File: src/rfic_pkg.sv
package rfic_pkg;

  // ----------------------------------------------------------------
  // Timing
  // ----------------------------------------------------------------
  localparam int CLK_FREQ_MHZ     = 200;
  localparam int DEBOUNCE_TIME_US = 1000;
  localparam int DEBOUNCE_CYC     = DEBOUNCE_TIME_US * CLK_FREQ_MHZ;
  localparam int DB_CNT_W         = 18;

  // ----------------------------------------------------------------
  // Register offsets
  // ----------------------------------------------------------------
  localparam logic [7:0] OFF_CTRL     = 8'h00;
  localparam logic [7:0] OFF_STATUS   = 8'h04;
  localparam logic [7:0] OFF_PROFILE  = 8'h08;
  localparam logic [7:0] OFF_IRQ_STAT = 8'h0C;
  localparam logic [7:0] OFF_IRQ_EN   = 8'h10;
  localparam logic [7:0] OFF_IRQ_CLR  = 8'h14;

  // ----------------------------------------------------------------
  // Field positions and reset values
  // ----------------------------------------------------------------
  localparam int CTRL_NOHEAT_BIT = 0;
  localparam int CTRL_ACLR_BIT   = 1;
  localparam int CTRL_PROF_LSB   = 8;
  localparam int EV_DONE         = 0;
  localparam int EV_ABORT        = 1;
  localparam int EV_ESTOP        = 2;
  localparam int EV_ALARM        = 3;
  localparam int EV_PROF         = 4;
  localparam int EV_W            = 5;
  localparam logic [5:0] PROF_RST = 6'h01;
  localparam logic [5:0] PANEL_RST = 6'h00;

  // ----------------------------------------------------------------
  // Discrete input indices
  // ----------------------------------------------------------------
  localparam int IN_S1    = 0;
  localparam int IN_S2    = 1;
  localparam int IN_FIRE  = 2;
  localparam int IN_INH   = 3;
  localparam int IN_ACLR  = 4;
  localparam int IN_ESTOP = 5;
  localparam int IN_J12   = 6;
  localparam int IN_J23   = 7;
  localparam int IN_SEL   = 8;
  localparam int NUM_IN   = 14;

  // ----------------------------------------------------------------
  // Types
  // ----------------------------------------------------------------
  typedef enum logic [1:0] {
    ST_IDLE = 2'b00,
    ST_DOWN = 2'b01,
    ST_HEAT = 2'b10,
    ST_RET  = 2'b11
  } rfic_state_t;

  typedef enum logic [1:0] {
    TC_E = 2'b00,
    TC_J = 2'b01,
    TC_K = 2'b10
  } rfic_tc_t;

endpackage : rfic_pkg

File: src/rfic_debounce.sv
`timescale 1ns/1ps
module rfic_debounce
  import rfic_pkg::*;
#(
  parameter int CYC = DEBOUNCE_CYC
)(
  // Clock and reset
  input  wire logic pclk,
  input  wire logic presetn,
  // Pin and results
  input  wire logic raw_n,
  output logic      sync_o,
  output logic      clean_o
);

  logic                meta_r;
  logic [DB_CNT_W-1:0] cnt_r;
  logic [DB_CNT_W-1:0] cnt_nxt;
  logic                clean_nxt;
  wire                 differs = sync_o != clean_o;
  wire                 settled = cnt_r == DB_CNT_W'(CYC - 1);

  // Two stage synchroniser, idle level is high
  always_ff @(posedge pclk or negedge presetn)
  begin
    if (!presetn)
    begin
      meta_r <= 1'b1;
      sync_o <= 1'b1;
    end
    else
    begin
      meta_r <= raw_n;
      sync_o <= meta_r;
    end
  end

  assign cnt_nxt   = (differs && !settled) ? cnt_r + 1'b1 : '0;
  assign clean_nxt = (differs && settled) ? sync_o : clean_o;

  // Debounced level
  always_ff @(posedge pclk or negedge presetn)
  begin
    if (!presetn)
    begin
      cnt_r   <= '0;
      clean_o <= 1'b1;
    end
    else
    begin
      cnt_r   <= cnt_nxt;
      clean_o <= clean_nxt;
    end
  end

endmodule : rfic_debounce

File: src/rfic_top.sv
// Chosen here: the APB slave port and the placing of the registers.
`timescale 1ns/1ps
// Functional notes
// - First pedal stage closed lowers the head.
// - First stage released before second: head returns home, no heat.
// - Second stage plus fire contact: heat cycle, then head home.
// - Remote heat inhibit acts as the local no-heat selector.
// - All select lines inactive: profile 1..63 comes from panel keys.
// - Any select line active: panel keys disabled, lines give profile.
// - Select lines are unsigned binary, line 0 least significant.
// - Profile zero is never selected; all-inactive means local choice.
// - Opened emergency stop retracts head at once from any state.
// - Alarm clear input clears pending alarms and out-of-limit flags.
// - Faulty auxiliary sensor raises no error indication; here it raises no alarm but reads as status bit 9.
// - Discrete inputs active low; floating high reads inactive.
module rfic_top
  import rfic_pkg::*;
#(
  parameter int DEBOUNCE_CYCLES = DEBOUNCE_CYC
)(
  // APB slave
  input  wire logic        pclk,
  input  wire logic        presetn,
  input  wire logic        psel,
  input  wire logic        penable,
  input  wire logic        pwrite,
  input  wire logic [7:0]  paddr,
  input  wire logic [31:0] pwdata,
  output logic [31:0]      prdata,
  output logic             pready,
  output logic             pslverr,
  // Discrete pins, active low
  input  wire logic        pedal_stage1_n,
  input  wire logic        pedal_stage2_n,
  input  wire logic        fire_contact_n,
  input  wire logic        heat_inhibit_n,
  input  wire logic        alarm_clear_n,
  input  wire logic        estop_closed_n,
  input  wire logic        strap_12_n,
  input  wire logic        strap_23_n,
  input  wire logic [5:0]  profile_select_line_n,
  // Process logic, same clock
  input  wire logic        heat_done,
  input  wire logic        alarm_event,
  input  wire logic        limit_event,
  input  wire logic        aux_tc_fault,
  // Outputs
  output logic             head_drive,
  output logic             heat_enable,
  output logic [5:0]       active_profile,
  output logic             panel_keys_disabled,
  output logic             alarm_pending,
  output logic             limit_pending,
  output logic [1:0]       tc_type,
  output logic             irq
);

  // ----------------------------------------------------------------
  // Functions
  // ----------------------------------------------------------------
  function automatic rfic_tc_t tc_decode(input logic j12, input logic j23);
    rfic_tc_t t;
    t = TC_E;
    if (j12 && !j23)
      t = TC_J;
    else if (j23 && !j12)
      t = TC_K;
    return t;
  endfunction : tc_decode

  // ----------------------------------------------------------------
  // Input conditioning
  // ----------------------------------------------------------------
  wire [NUM_IN-1:0] pins_n = {profile_select_line_n, strap_23_n, strap_12_n,
                              estop_closed_n, alarm_clear_n, heat_inhibit_n,
                              fire_contact_n, pedal_stage2_n, pedal_stage1_n};
  logic [NUM_IN-1:0] sync_n;
  logic [NUM_IN-1:0] clean_n;

  // One conditioner per pin
  for (genvar i = 0; i < NUM_IN; i++)
  begin : g_in
    rfic_debounce #(.CYC(DEBOUNCE_CYCLES)) u_db (
      .pclk    (pclk),
      .presetn (presetn),
      .raw_n   (pins_n[i]),
      .sync_o  (sync_n[i]),
      .clean_o (clean_n[i])
    );
  end

  wire [NUM_IN-1:0] act = ~clean_n;
  wire              s1 = act[IN_S1];
  wire              s2 = act[IN_S2];
  wire              fire = act[IN_FIRE];
  // Open contact reads high; synced only so the retract is immediate
  wire              estop = sync_n[IN_ESTOP];
  wire [5:0]        sel = act[IN_SEL +: 6];

  // ----------------------------------------------------------------
  // Registers
  // ----------------------------------------------------------------
  rfic_state_t     state_r;
  rfic_state_t     state_nxt;
  logic            estop_d_r;
  logic            no_heat_r;
  logic [5:0]      panel_r;
  logic [EV_W-1:0] stat_r;
  logic [EV_W-1:0] en_r;

  // ----------------------------------------------------------------
  // APB decode
  // ----------------------------------------------------------------
  wire acc     = psel && penable;
  wire wr      = acc && pready && pwrite;
  wire hit_ctl = paddr == OFF_CTRL;
  wire hit_st  = paddr == OFF_STATUS;
  wire hit_pr  = paddr == OFF_PROFILE;
  wire hit_is  = paddr == OFF_IRQ_STAT;
  wire hit_ie  = paddr == OFF_IRQ_EN;
  wire hit_ic  = paddr == OFF_IRQ_CLR;
  wire hit     = hit_ctl || hit_st || hit_pr || hit_is || hit_ie || hit_ic;
  wire wr_ctl  = wr && hit_ctl;
  wire sw_aclr = wr_ctl && pwdata[CTRL_ACLR_BIT];
  wire [EV_W-1:0] clr = (wr && hit_ic) ? pwdata[EV_W-1:0] : '0;

  // Read mux
  wire [31:0] rd_st = {22'h00_0000, aux_tc_fault, tc_type, limit_pending,
                       alarm_pending, estop, heat_enable, head_drive, state_r};
  wire [31:0] rd_mux =
    hit_ctl ? {18'h0_0000, panel_r, 7'h00, no_heat_r} :
    hit_st  ? rd_st :
    hit_pr  ? {25'h000_0000, panel_keys_disabled, active_profile} :
    hit_is  ? {27'h000_0000, stat_r} :
    hit_ie  ? {27'h000_0000, en_r} : 32'h0000_0000;

  // Answer one cycle into the access phase
  always_ff @(posedge pclk or negedge presetn)
  begin
    if (!presetn)
    begin
      pready  <= 1'b0;
      pslverr <= 1'b0;
      prdata  <= 32'h0000_0000;
    end
    else
    begin
      pready  <= acc && !pready;
      pslverr <= acc && !pready && !hit;
      prdata  <= (acc && !pready && !pwrite) ? rd_mux : 32'h0000_0000;
    end
  end

  // Control and enable registers
  always_ff @(posedge pclk or negedge presetn)
  begin
    if (!presetn)
    begin
      no_heat_r <= 1'b0;
      panel_r   <= PANEL_RST;
      en_r      <= '0;
    end
    else
    begin
      if (wr_ctl)
      begin
        no_heat_r <= pwdata[CTRL_NOHEAT_BIT];
        panel_r   <= pwdata[CTRL_PROF_LSB +: 6];
      end
      if (wr && hit_ie)
        en_r <= pwdata[EV_W-1:0];
    end
  end

  // ----------------------------------------------------------------
  // Head and heat sequence
  // ----------------------------------------------------------------
  // Remote inhibit merged with local selector
  wire no_heat = no_heat_r || act[IN_INH];
  wire blocked = estop || alarm_pending || limit_pending;

  // Next state
  always_comb
  begin
    state_nxt = state_r;
    unique case (state_r)
      ST_IDLE:
        if (s1 && !blocked)
          state_nxt = ST_DOWN;
      ST_DOWN:
        if (!s1)
          state_nxt = ST_RET;
        else if (s2 && fire)
          state_nxt = no_heat ? ST_RET : ST_HEAT;
      ST_HEAT:
        if (heat_done || alarm_event)
          state_nxt = ST_RET;
      ST_RET:
        if (!s1 && !s2)
          state_nxt = ST_IDLE;
    endcase
    if (estop && state_r != ST_IDLE)
      state_nxt = ST_RET;
  end

  wire head_nxt = state_nxt == ST_DOWN || state_nxt == ST_HEAT;

  // Sequence state and drives
  always_ff @(posedge pclk or negedge presetn)
  begin
    if (!presetn)
    begin
      state_r     <= ST_IDLE;
      head_drive  <= 1'b0;
      heat_enable <= 1'b0;
      estop_d_r   <= 1'b1;
    end
    else
    begin
      state_r     <= state_nxt;
      head_drive  <= head_nxt;
      heat_enable <= state_nxt == ST_HEAT;
      estop_d_r   <= estop;
    end
  end

  // ----------------------------------------------------------------
  // Profile selection
  // ----------------------------------------------------------------
  // Remote binary code wins
  wire       sel_any = |sel;
  wire [5:0] prof_nxt = sel_any ? sel :
                        (panel_r != 6'h00) ? panel_r : active_profile;

  always_ff @(posedge pclk or negedge presetn)
  begin
    if (!presetn)
    begin
      active_profile      <= PROF_RST;
      panel_keys_disabled <= 1'b0;
    end
    else
    begin
      active_profile      <= prof_nxt;
      panel_keys_disabled <= sel_any;
    end
  end

  // ----------------------------------------------------------------
  // Alarms, strap, interrupts
  // ----------------------------------------------------------------
  // Clear from pin or software, new event wins
  wire aclr = act[IN_ACLR] || sw_aclr;
  // Auxiliary fault is not an alarm source
  wire alarm_nxt = alarm_event || (alarm_pending && !aclr);
  wire limit_nxt = limit_event || (limit_pending && !aclr);

  // Strap code as seen this cycle, for the decode check
  rfic_tc_t  tc_dec;
  assign tc_dec = tc_decode(act[IN_J12], act[IN_J23]);

  // Event sources
  wire [EV_W-1:0] ev;
  assign ev[EV_DONE]  = state_r == ST_HEAT && heat_done && !estop;
  assign ev[EV_ABORT] = state_r == ST_DOWN && !s1 && !estop;
  assign ev[EV_ESTOP] = estop && !estop_d_r;
  assign ev[EV_ALARM] = alarm_event || limit_event;
  assign ev[EV_PROF]  = prof_nxt != active_profile;
  wire [EV_W-1:0] stat_nxt = (stat_r & ~clr) | ev;

  always_ff @(posedge pclk or negedge presetn)
  begin
    if (!presetn)
    begin
      alarm_pending <= 1'b0;
      limit_pending <= 1'b0;
      tc_type       <= TC_E;
      stat_r        <= '0;
      irq           <= 1'b0;
    end
    else
    begin
      alarm_pending <= alarm_nxt;
      limit_pending <= limit_nxt;
      tc_type       <= tc_decode(act[IN_J12], act[IN_J23]);
      stat_r        <= stat_nxt;
      irq           <= |(stat_nxt & en_r);
    end
  end
endmodule : rfic_top

File: config.mk
export PLATFORM = sky130hd
export DESIGN_NAME = rfic_top
export DESIGN_NICKNAME = d
export VERILOG_FILES = /design/src/rfic_pkg.sv /design/src/rfic_debounce.sv /design/src/rfic_top.sv
export SDC_FILE = /design/constraint.sdc
export NUM_CORES = 1
export LEC_CHECK = 0
export BUFFER_PORTS_ARGS = -buffer_cell sky130_fd_sc_hd__buf_2
export CORE_ASPECT_RATIO = 0.5
export CORE_UTILIZATION = 62
export DETAILED_ROUTE_END_ITERATION = 12
export GPL_TIMING_DRIVEN = 0
export HOLD_SLACK_MARGIN = 0.02
export PLACE_DENSITY_LB_ADDON = 0.12
export SLEW_MARGIN = 0
export SYNTH_ARGS = -nofsm -noshare
export SYNTH_HDL_FRONTEND = slang
export SYNTH_SLANG_ARGS = --single-unit
File: constraint.sdc
create_clock -name pclk -period 4.7 [get_ports pclk]
set_input_delay 0.47 -clock pclk [delete_from_list [all_inputs] [get_ports pclk]]
set_output_delay 0.47 -clock pclk [all_outputs]
set_load 0.01 [all_outputs]
# --- After elaboration in Yosys (flattened, before gate mapping) ---
# Cells that the tools add are included.
totals:
  reg_bits: 344
  inputBits: 63
  output_inout_bits: 48
  elab_cells: 260
classes:
  n_addsub: 14
  eq_ne: 39
  mux: 33
  n_bitwise: 5
  n_reduce_logical: 96
op_table:
  columns: ["operator", "n"]
  rows:
  - ["$add A18 B1 Y18 const B", 14]
  - ["$eq A18 B18 Y1 const B", 14]
  - ["$mux W18", 14]
  - ["$logic_and A1 B1 Y1", 51]
  - ["$mux W14", 2]
  - ["$logic_not A1 Y1", 25]
  - ["$eq A8 B4 Y1 const B", 2]
  - ["$eq A8 B5 Y1 const B", 2]
  - ["$mux W2", 8]
  - ["$mux W5", 3]
  - ["$logic_or A1 B1 Y1", 14]
  - ["$ne A1 B1 Y1", 14]
  - ["$not A14 Y14", 1]
  - ["$mux W6", 2]
  - ["$and A5 B5 Y5", 2]
  - ["$mux W10", 1]
  - ["$eq A8 B3 Y1 const B", 1]
  - ["$logic_not A8 Y1", 1]
  - ["$pmux W2 S4", 1]
  - ["$mux W7", 1]
  - ["$eq A2 B2 Y1 const B", 3]
  - ["$ne A6 B6 Y1", 1]
  - ["$reduce_bool A6 Y1", 1]
  - ["$reduce_or A6 Y1", 1]
  - ["other kinds (7)", 8]

# --- Longest topological paths before layout ---
# Gate-level depths: netlist (run 1).
depth:
  word_depth: 10
  depth_mapped: 10
  depth_no_buf: 9

# --- Hierarchy ---
# Synthesis (run 1) repeated with hierarchy kept, for this count alone.
unflattened:
  hier_cells: 1570
  area_unflattened_um2: 16693.5
by_module_without_submodules:
  columns: ["mod", "instances", "cells_per_inst", "area_per_inst_um2", "seq_area_each_um2"]
  rows:
  - ["rfic_debounce", 14, 96, 1016.0, 529.3]
  - ["rfic_top", 1, 226, 2469.9, 1253.7]

# --- Least setup slack after synthesis (run 1) ---
# Ideal clock, no wire load.
synth_path:
  path_type: "input port to flip-flop"
  from: "input paddr[3]"
  to: "register irq"
  setup_time_ps: 126
  t_arrival_ps: 2217
  t_required_ps: 4574
  setup_slack_ps: 2357
  path_stages: 6
  path_buffers: 0
  cell_sequence: "or4b_4 -> nor4_4 -> nand2_1 -> a211o_1 -> a211o_1 -> a221o_1"
synth_via:
  elab_chain_cells: 8
synth_lines:
  columns: ["element", "line_no", "text"]
  rows:
  - ["start: declaration", "rfic_top.sv:27", "input wire logic [7:0] paddr,"]
  - ["$eq A8 B5 Y1", "rfic_top.sv:121", "wire hit_ic = paddr == OFF_IRQ_CLR;"]
  - ["$logic_and A1 B1 Y1", "rfic_top.sv:125", "wire [EV_W-1:0] clr = (wr && hit_ic) ? pwdata[EV_W-1:0] : '0;"]
  - ["$mux W5", "rfic_top.sv:125", null]
  - ["$not A5 Y5", "rfic_top.sv:269", "wire [EV_W-1:0] stat_nxt = (stat_r & ~clr) | ev;"]
  - ["$and A5 B5 Y5", "rfic_top.sv:269", null]
  - ["$or A5 B5 Y5", "rfic_top.sv:269", null]
  - ["named net stat_nxt[3]", "rfic_top.sv:269", null]
  - ["$and A5 B5 Y5", "rfic_top.sv:287", "irq <= |(stat_nxt & en_r);"]
  - ["$reduce_or A5 Y1", "rfic_top.sv:287", null]
  - ["end signal: assignment", "rfic_top.sv:287", null]
  - ["end: declaration", "rfic_top.sv:55", "output logic irq"]
# The timed path passes the listed nets, and every way through them passes these cells.
# A chain may end at the register's enable or synchronous reset.

# --- Worst setup path after layout (run 1) ---
layout_path:
  from: "register g_in[4].u_db.cnt_r[0]"
  to: "register g_in[4].u_db.cnt_r[12]"
layout_via:
  elab_chain_cells: 4
  word_cells_on_any_way: 5
  cone_classes: "add/sub: 1; eq/ne: 1; mux: 1; reduce/logical: 2"
layout_lines:
  columns: ["element", "line_no", "text"]
  rows:
  - ["start: declaration", "rfic_debounce.sv:17", "logic [DB_CNT_W-1:0] cnt_r;"]
  - ["start signal: assignment", "rfic_debounce.sv:51", "cnt_r <= cnt_nxt;"]
  - ["parallel branches: the longest is 3 deep, another holds $add A18 B1 Y18", null, null]
  - ["$mux W18 (*)", "rfic_debounce.sv:38", "assign cnt_nxt = (differs && !settled) ? cnt_r + 1'b1 : '0;"]
  - ["named net g_in[4].u_db.cnt_nxt[12]", "rfic_debounce.sv:18", "logic [DB_CNT_W-1:0] cnt_nxt;"]
# Mark *: on every way through the listed nets, which the timed path passes.

==> results_dict.tcl, run 1 <==
set metrics [dict create \
    min_path_type "in -> reg" \
    fmaxAchievable_mhz 364.5 \
    startpoint "g_in[4].u_db.cnt_r[0]$_DFF_PN0_" \
    grt.total_usage_pct 24.18 \
    vias 10360 \
    combPwrFrac_pct 4.1 \
    n_antenna_cell 0 \
    start_util_pct 63.97 \
    leakagePower_nw 7.599 \
    status "complete, but fails checks" \
    synth_flop_cell "dfrtp_1" \
    cap_violations 0 \
    die_w_um 220.5 \
    seq_area_frac_synth_pct 55.33 \
    grt_pass1_wl_um 48730 \
    powerDensity_nw_per_um2 328.7 \
    grt.overflow.total 0 \
    cp.required_ns 5.11 \
    slew_viol_final 0 \
    finalHoldViolCount 0 \
    final_nets 1662 \
    hpwlAfterDp_um 19420 \
    critPathCaptureType "flop" \
    cts_tree "yes" \
    place_ws_ns 1.976 \
    irDropWorstVdd_uv 211.6 \
    drtIter0Drc 606 \
    die_h_um 111.2 \
    globalplace.congestion 0.8892 \
    crit_fanout 10 \
    die-area_um2 24520 \
    drive_above_1_share_pct 14.51 \
    worstMarginPinSlew_ns 1.005 \
    switchingPower_mw 1.219 \
    slew_headroom_pct 32.06 \
    nFillCells 1657 \
    core-area_um2 23130 \
    path_class "reg -> reg" \
    reg2reg_from "g_in[4].u_db.cnt_r[0]$_DFF_PN0_" \
    start_kind "flop" \
    clock_sinks 325 \
    post_cts_buffers 0 \
    avgSynthCellArea_um2 10.21 \
    timing.final.crit_share_pct 58.37 \
    setup_violations 0 \
    synth_area_um2 14800 \
    drtPass1Iterations 9 \
    netlist_top_cells_count "nor2_1 (319), dfrtp_1 (282), xor2_1 (123), nand2_1 (104), nand3_1 (103)" \
    skew_ns 0.01393 \
    io_pins 111 \
    synth_most_common_cell "nor2_1" \
    cts_max_path_buffers 3 \
    wl_per_cell_um 14.78 \
    async_reset_ff_share_pct 100.0 \
    hp-start "limit_event" \
    cp_slowest_cell "nor4_1" \
    path_clk_slew_ns 0.07 \
    fin_crit_ns 2.743 \
    cpPeakStageDelay_ns 0.59 \
    drc 2 \
    fin_ws_ns 1.957 \
    yosys-top-cells-area "dfrtp_1 (48%), nor2_1 (8.1%), dfstp_2 (7.6%)" \
    clock_latency_ns 0.55 \
    path_buf_inv 2 \
    io_buffer_count 70 \
    grt_start_max_net_pins 114 \
    synth_top_area_share_pct 47.69 \
    finalPower_mw 5.522 \
    cts_root_buffer "clkbuf_16" \
    antenna_found_initial 0 \
    ys_ff_latch 325 \
    pwr-share-seq_pct 52.3 \
    vias_per_cell 5.414 \
    drt_wl_total_um 28270 \
    cpMostUsedCell "clkbuf_1" \
    switching_share_pct 22.08 \
    pwr-share-clk_pct 43.6 \
    synth-edff-count 0 \
    rsz0062_at_grt "no" \
    ant_nets 0 \
    power.internal_mw 4.303 \
    rows 39 \
    htree_levels 1 \
    critical-path-top-delay-family "simple AND/OR/NAND/NOR gates" \
    synth_cells 1449 \
    crit_chain "ha_1, and3_1, nand3_1, nor4_1, or2_2, clkbuf_1, clkbuf_1, nor2_1" \
    synth_top_cell_by_area "dfrtp_1" \
    area.growth.synth_to_final_pct 13.52 \
    grt_pass1_vias 10640 \
    ys_types 55 \
    numCtsBuffers 29 \
    cp.arrival_ns 3.16 \
    violations "DRC" \
    yosys_warnings 0 \
]
==> cell usage in the layout, fill, tap and decap left out, drive strengths merged, types with 15 or more instances in the layout <==
cell | Yosys | final
nand3 | 103 | 103
inv | 34 | 34
buf | 21 | 94
nor2 | 319 | 319
dlygate4sd3 | 0 | 15
conb | 1 | 18
dfstp | 43 | 43
nand2 | 104 | 104
and3 | 69 | 69
mux2 | 30 | 30
dfrtp | 282 | 282
nor3 | 27 | 27
clkbuf | 33 | 72
xnor2 | 99 | 99
xor2 | 123 | 123
==> layout make-up <==
type / instances / area, um2 / area share (%)
buffer: 54 / 279.0 / 1.661
clock buffer: 39 / 803.3 / 4.782
clock inverter: 13 / 156.4 / 0.9311
inverter: 34 / 127.6 / 0.7598
multi-input combinational: 1053 / 6267 / 37.31
sequential: 325 / 8187 / 48.74
tap: 307 / 384.1 / 2.287
timing repair buffer: 88 / 593.1 / 3.531
==> power by group through the flow <==
stage / clock network (mW) / logic (mW) / registers [mW]
6_report: 2.41 / 0.227 / 2.89
5_1_grt: 2.56 / 0.263 / 2.89
4_1_cts: 2.45 / 0.233 / 2.89
3_5_place_dp: 0 / 0.222 / 2.94
3_3_place_gp: 0 / 0.204 / 2.94
2_1_floorplan: 0 / 0.110 / 2.93
==> flip-flops by register name, summed over array words and instances (netlist names), 2 cells and up <==
signal             flops
en_r                   5
g_in.u_db.cnt_r      234
tc_type                2
g_in.u_db.clean_o     13
panel_r                6
g_in.u_db.meta_r      14
state_r                2
g_in.u_db.sync_o      14
prdata                14
active_profile         6
stat_r                 5
==> worst reg2reg max path, cell delays in order (launching register included) <==
cell and delay, ns:
dfrtp_1 0.39, ha_1 0.20, and3_1 0.21, nand3_1 0.23
nor4_1 0.60, or2_2 0.21, clkbuf_1 0.27, clkbuf_1 0.40
nor2_1 0.11
==> through the flow <==
step                TNS, ns  util [%]  instances  instance area (um2)  hold WS, ns
finish                    0     72.62       1913                16800       0.1281
global route              0     72.62       1913                16800       0.1061
CTS                       0     72.62       1913                16800       0.1050
detailed placement        0     67.82       1846                15690       0.3468
global placement    -768.45     67.42       1843                15600       0.3454
floorplan                 0         -       1466                14860       0.1744
==> worst paths after layout <==
path                       cells after the start  slack, ns                          endpoint
max in group asynchronous                      4       3.11     g_in[6].u_db.sync_o$_DFF_PN1_
hold / removal                                 2       0.13           limit_pending$_DFF_PN0_
setup / recovery                               8       1.96  g_in[4].u_db.cnt_r[12]$_DFF_PN0_
hold reg to reg                                0       0.36     g_in[0].u_db.sync_o$_DFF_PN1_
setup reg to reg                               8       1.96  g_in[4].u_db.cnt_r[12]$_DFF_PN0_
min in group asynchronous                      2       0.42   g_in[4].u_db.cnt_r[3]$_DFF_PN0_
==> timing repair <==
action | CTS | global route
gates resized for setup | 0 | 0
hold buffers | 15 | 0
endpoints found under the hold margin | 56 | 0
==> per-layer routing <==
metal	wire length (um)	up-vias	track usage, %
met5	0	-	0
li1	-	5047	-
met3	829	58	3.567
met1	12540	5089	31.81
met4	735	0	7.080
met2	14170	163	41.57
==> kinds of logic after synthesis <==
kind of cell | Yosys count | share of synthesized area, %
compound gates | 53 | 2.452
other cells | 1 | 0.02534
mux | 36 | 2.689
xor+xnor | 222 | 13.14
simple gates | 710 | 22.43
fa+ha+maj | 14 | 1.184
buf+inv | 88 | 2.748
flops | 325 | 55.33
No activity file was read; power rests on OpenSTA's default activity.
==> run 2, diff against run 1 <==
CORE_UTILIZATION = 54   (was 62)
clock period = 2.5 ns   (was 4.7 ns; I/O delays follow)
==> run 2 against run 1 <==
Against the previous run:
- the flow now finishes without violations
- worst hold slack lost 0.056 ns
- die area up 15%
- non-clock buffer count rose by 9
- sequential power grew 88%
==> results_dict.tcl, run 2 (synthesized netlist as in run 1, its figures left out) <==
set metrics [dict create \
    die-area_um2 28110 \
    min_path_type "in -> reg" \
    cts_max_path_buffers 3 \
    irDropWorstVdd_uv 555.1 \
    start_util_pct 55.43 \
    powerDensity_nw_per_um2 611.9 \
    holdWs_ns 0.07181 \
    cts_tree "yes" \
    area.growth.synth_to_final_pct 15.46 \
    htree_levels 1 \
    slew_viol_final 0 \
    globalplace.congestion 0.8693 \
    grt_pass1_vias 10200 \
    path_clk_slew_ns 0.07 \
    grt.total_usage_pct 21.15 \
    vias 10280 \
    die_w_um 236.1 \
    cp.required_ns 2.95 \
    grt_start_max_net_pins 129 \
    layout_common_cells "nor2_1 (319), dfrtp_1 (280), xor2_1 (123), nand2_1 (104), nand3_1 (103)" \
    start_kind "flop" \
    rsz0062_at_grt "no" \
    grt.overflow.total 0 \
    leakagePower_nw 7.707 \
    place_ws_ns -0.1815 \
    drtPass1Iterations 8 \
    n_antenna_cell 0 \
    clock_latency_ns 0.57 \
    multi_input_area_um2 6332 \
    drive_above_1_share_pct 15.89 \
    largest_register "g_in.u_db.cnt_r" \
    final_common_cell "nor2_1" \
    hpwlAfterDp_um 19560 \
    r2r_cells 6 \
    antenna_found_initial 0 \
    cp_slowest_cell "or4_1" \
    rows 42 \
    die_h_um 119.1 \
    clock_sinks 325 \
    grt_pass1_wl_um 49270 \
    crit_fanout 7 \
    largest_reg_flops 234 \
    worstMarginPinSlew_ns 1.055 \
    skew_ns 0.01028 \
    cts_root_buffer "clkbuf_16" \
    status "finished, final reports clean" \
    setup_violations 0 \
    fmaxAchievable_mhz 412.6 \
    cp.arrival_ns 2.87 \
    path_depth 6 \
    ant_nets 0 \
    finalHoldViolCount 0 \
    drt_wl_total_um 28700 \
    cap_violations 0 \
    path_buf_inv 0 \
    crit_chain "or4_1, o2111ai_1, o311ai_1, a2111oi_2, nand3_1, a221o_1" \
    drtIter0Drc 598 \
    drc 0 \
    slew_headroom_pct 28.68 \
    io_buffer_count 70 \
    fin_ws_ns 0.07644 \
    ff_latch_area_um2 8189 \
    core-area_um2 26700 \
    fin_crit_ns 2.424 \
    wl_per_cell_um 14.58 \
    io_pins 111 \
    critPathCaptureType "flop" \
    vias_per_cell 5.221 \
    timing.final.crit_share_pct 96.94 \
    cpPeakStageDelay_ns 0.59 \
    final_nets 1671 \
    min_path_cells 3 \
    numCtsBuffers 29 \
    critical-path-top-delay-family "compound AO/OA/AOI/OAI gates" \
    nFillCells 2171 \
    path_class "reg -> reg" \
]
==> run 2: metrics by stage <==
step                cell area [um2]  TNS [ns]  total power [mW]  utilization, %  std cells
detailed placement            15720    -4.674             5.939           58.87       1890
finish                        17080         0             10.45           64.00       1969
global placement              15650  -1441.56             5.911           58.63       1888
floorplan                     14860         0             5.716               -       1466
CTS                           17040         0             10.59           63.83       1975
global route                  17080         0             10.87           64.00       1969
==> run 2: repair_timing <==
action	CTS	global route
gates resized for setup	10	25
setup endpoints to repair	51	121
hold buffers	31	0
buffers inserted	0	2
pin swaps	1	3
hold endpoints to repair	102	0
==> run 2: path summary, 6_finish.rpt <==
kind | end | startpoint | slack [ns]
max | irq$_DFF_PN0_ | panel_r[4]$_DFFE_PN0N_ | 0.08
min | pslverr$_DFF_PN0_ | psel | 0.07
max reg2reg | irq$_DFF_PN0_ | panel_r[4]$_DFFE_PN0N_ | 0.08
min reg2reg | g_in[0].u_db.sync_o$_DFF_PN1_ | g_in[0].u_db.meta_r$_DFF_PN1_ | 0.36
max in group asynchronous | g_in[10].u_db.cnt_r[3]$_DFF_PN0_ | presetn | 1.20
min in group asynchronous | g_in[3].u_db.cnt_r[8]$_DFF_PN0_ | presetn | 0.23
==> run 2: routing by layer <==
metal / track usage (%) / part of all wire [%]
met1: 28.69 / 46
met3: 3.315 / 2.9
met2: 35.42 / 48
met4: 6.046 / 2.4
met5: 0 / 0
==> run 2: cell type report <==
| type | instances | area share, % |
|---|---|---|
| clock buffer | 44 | 5.046 |
| buffer | 46 | 1.560 |
| inverter | 34 | 0.7470 |
| tap | 352 | 2.578 |
| timing repair buffer | 105 | 4.336 |
| clock inverter | 10 | 0.7324 |
| multi-input combinational | 1053 | 37.07 |
| sequential | 325 | 47.93 |
==> run 2: power by group <==
| part | total (mW) | internal [mW] | switching, mW |
|---|---|---|---|
| logic | 0.443 | 0.172 | 0.271 |
| clock network | 4.58 | 2.60 | 1.98 |
| registers | 5.43 | 5.36 | 0.0689 |
| total | 10.5 | 8.14 | 2.32 |
==> run 2: tightest hold or removal path, stage by stage <==
cell and delay [ns]:
buf_2 0.11, nand2_1 0.14, nor3_1 0.10
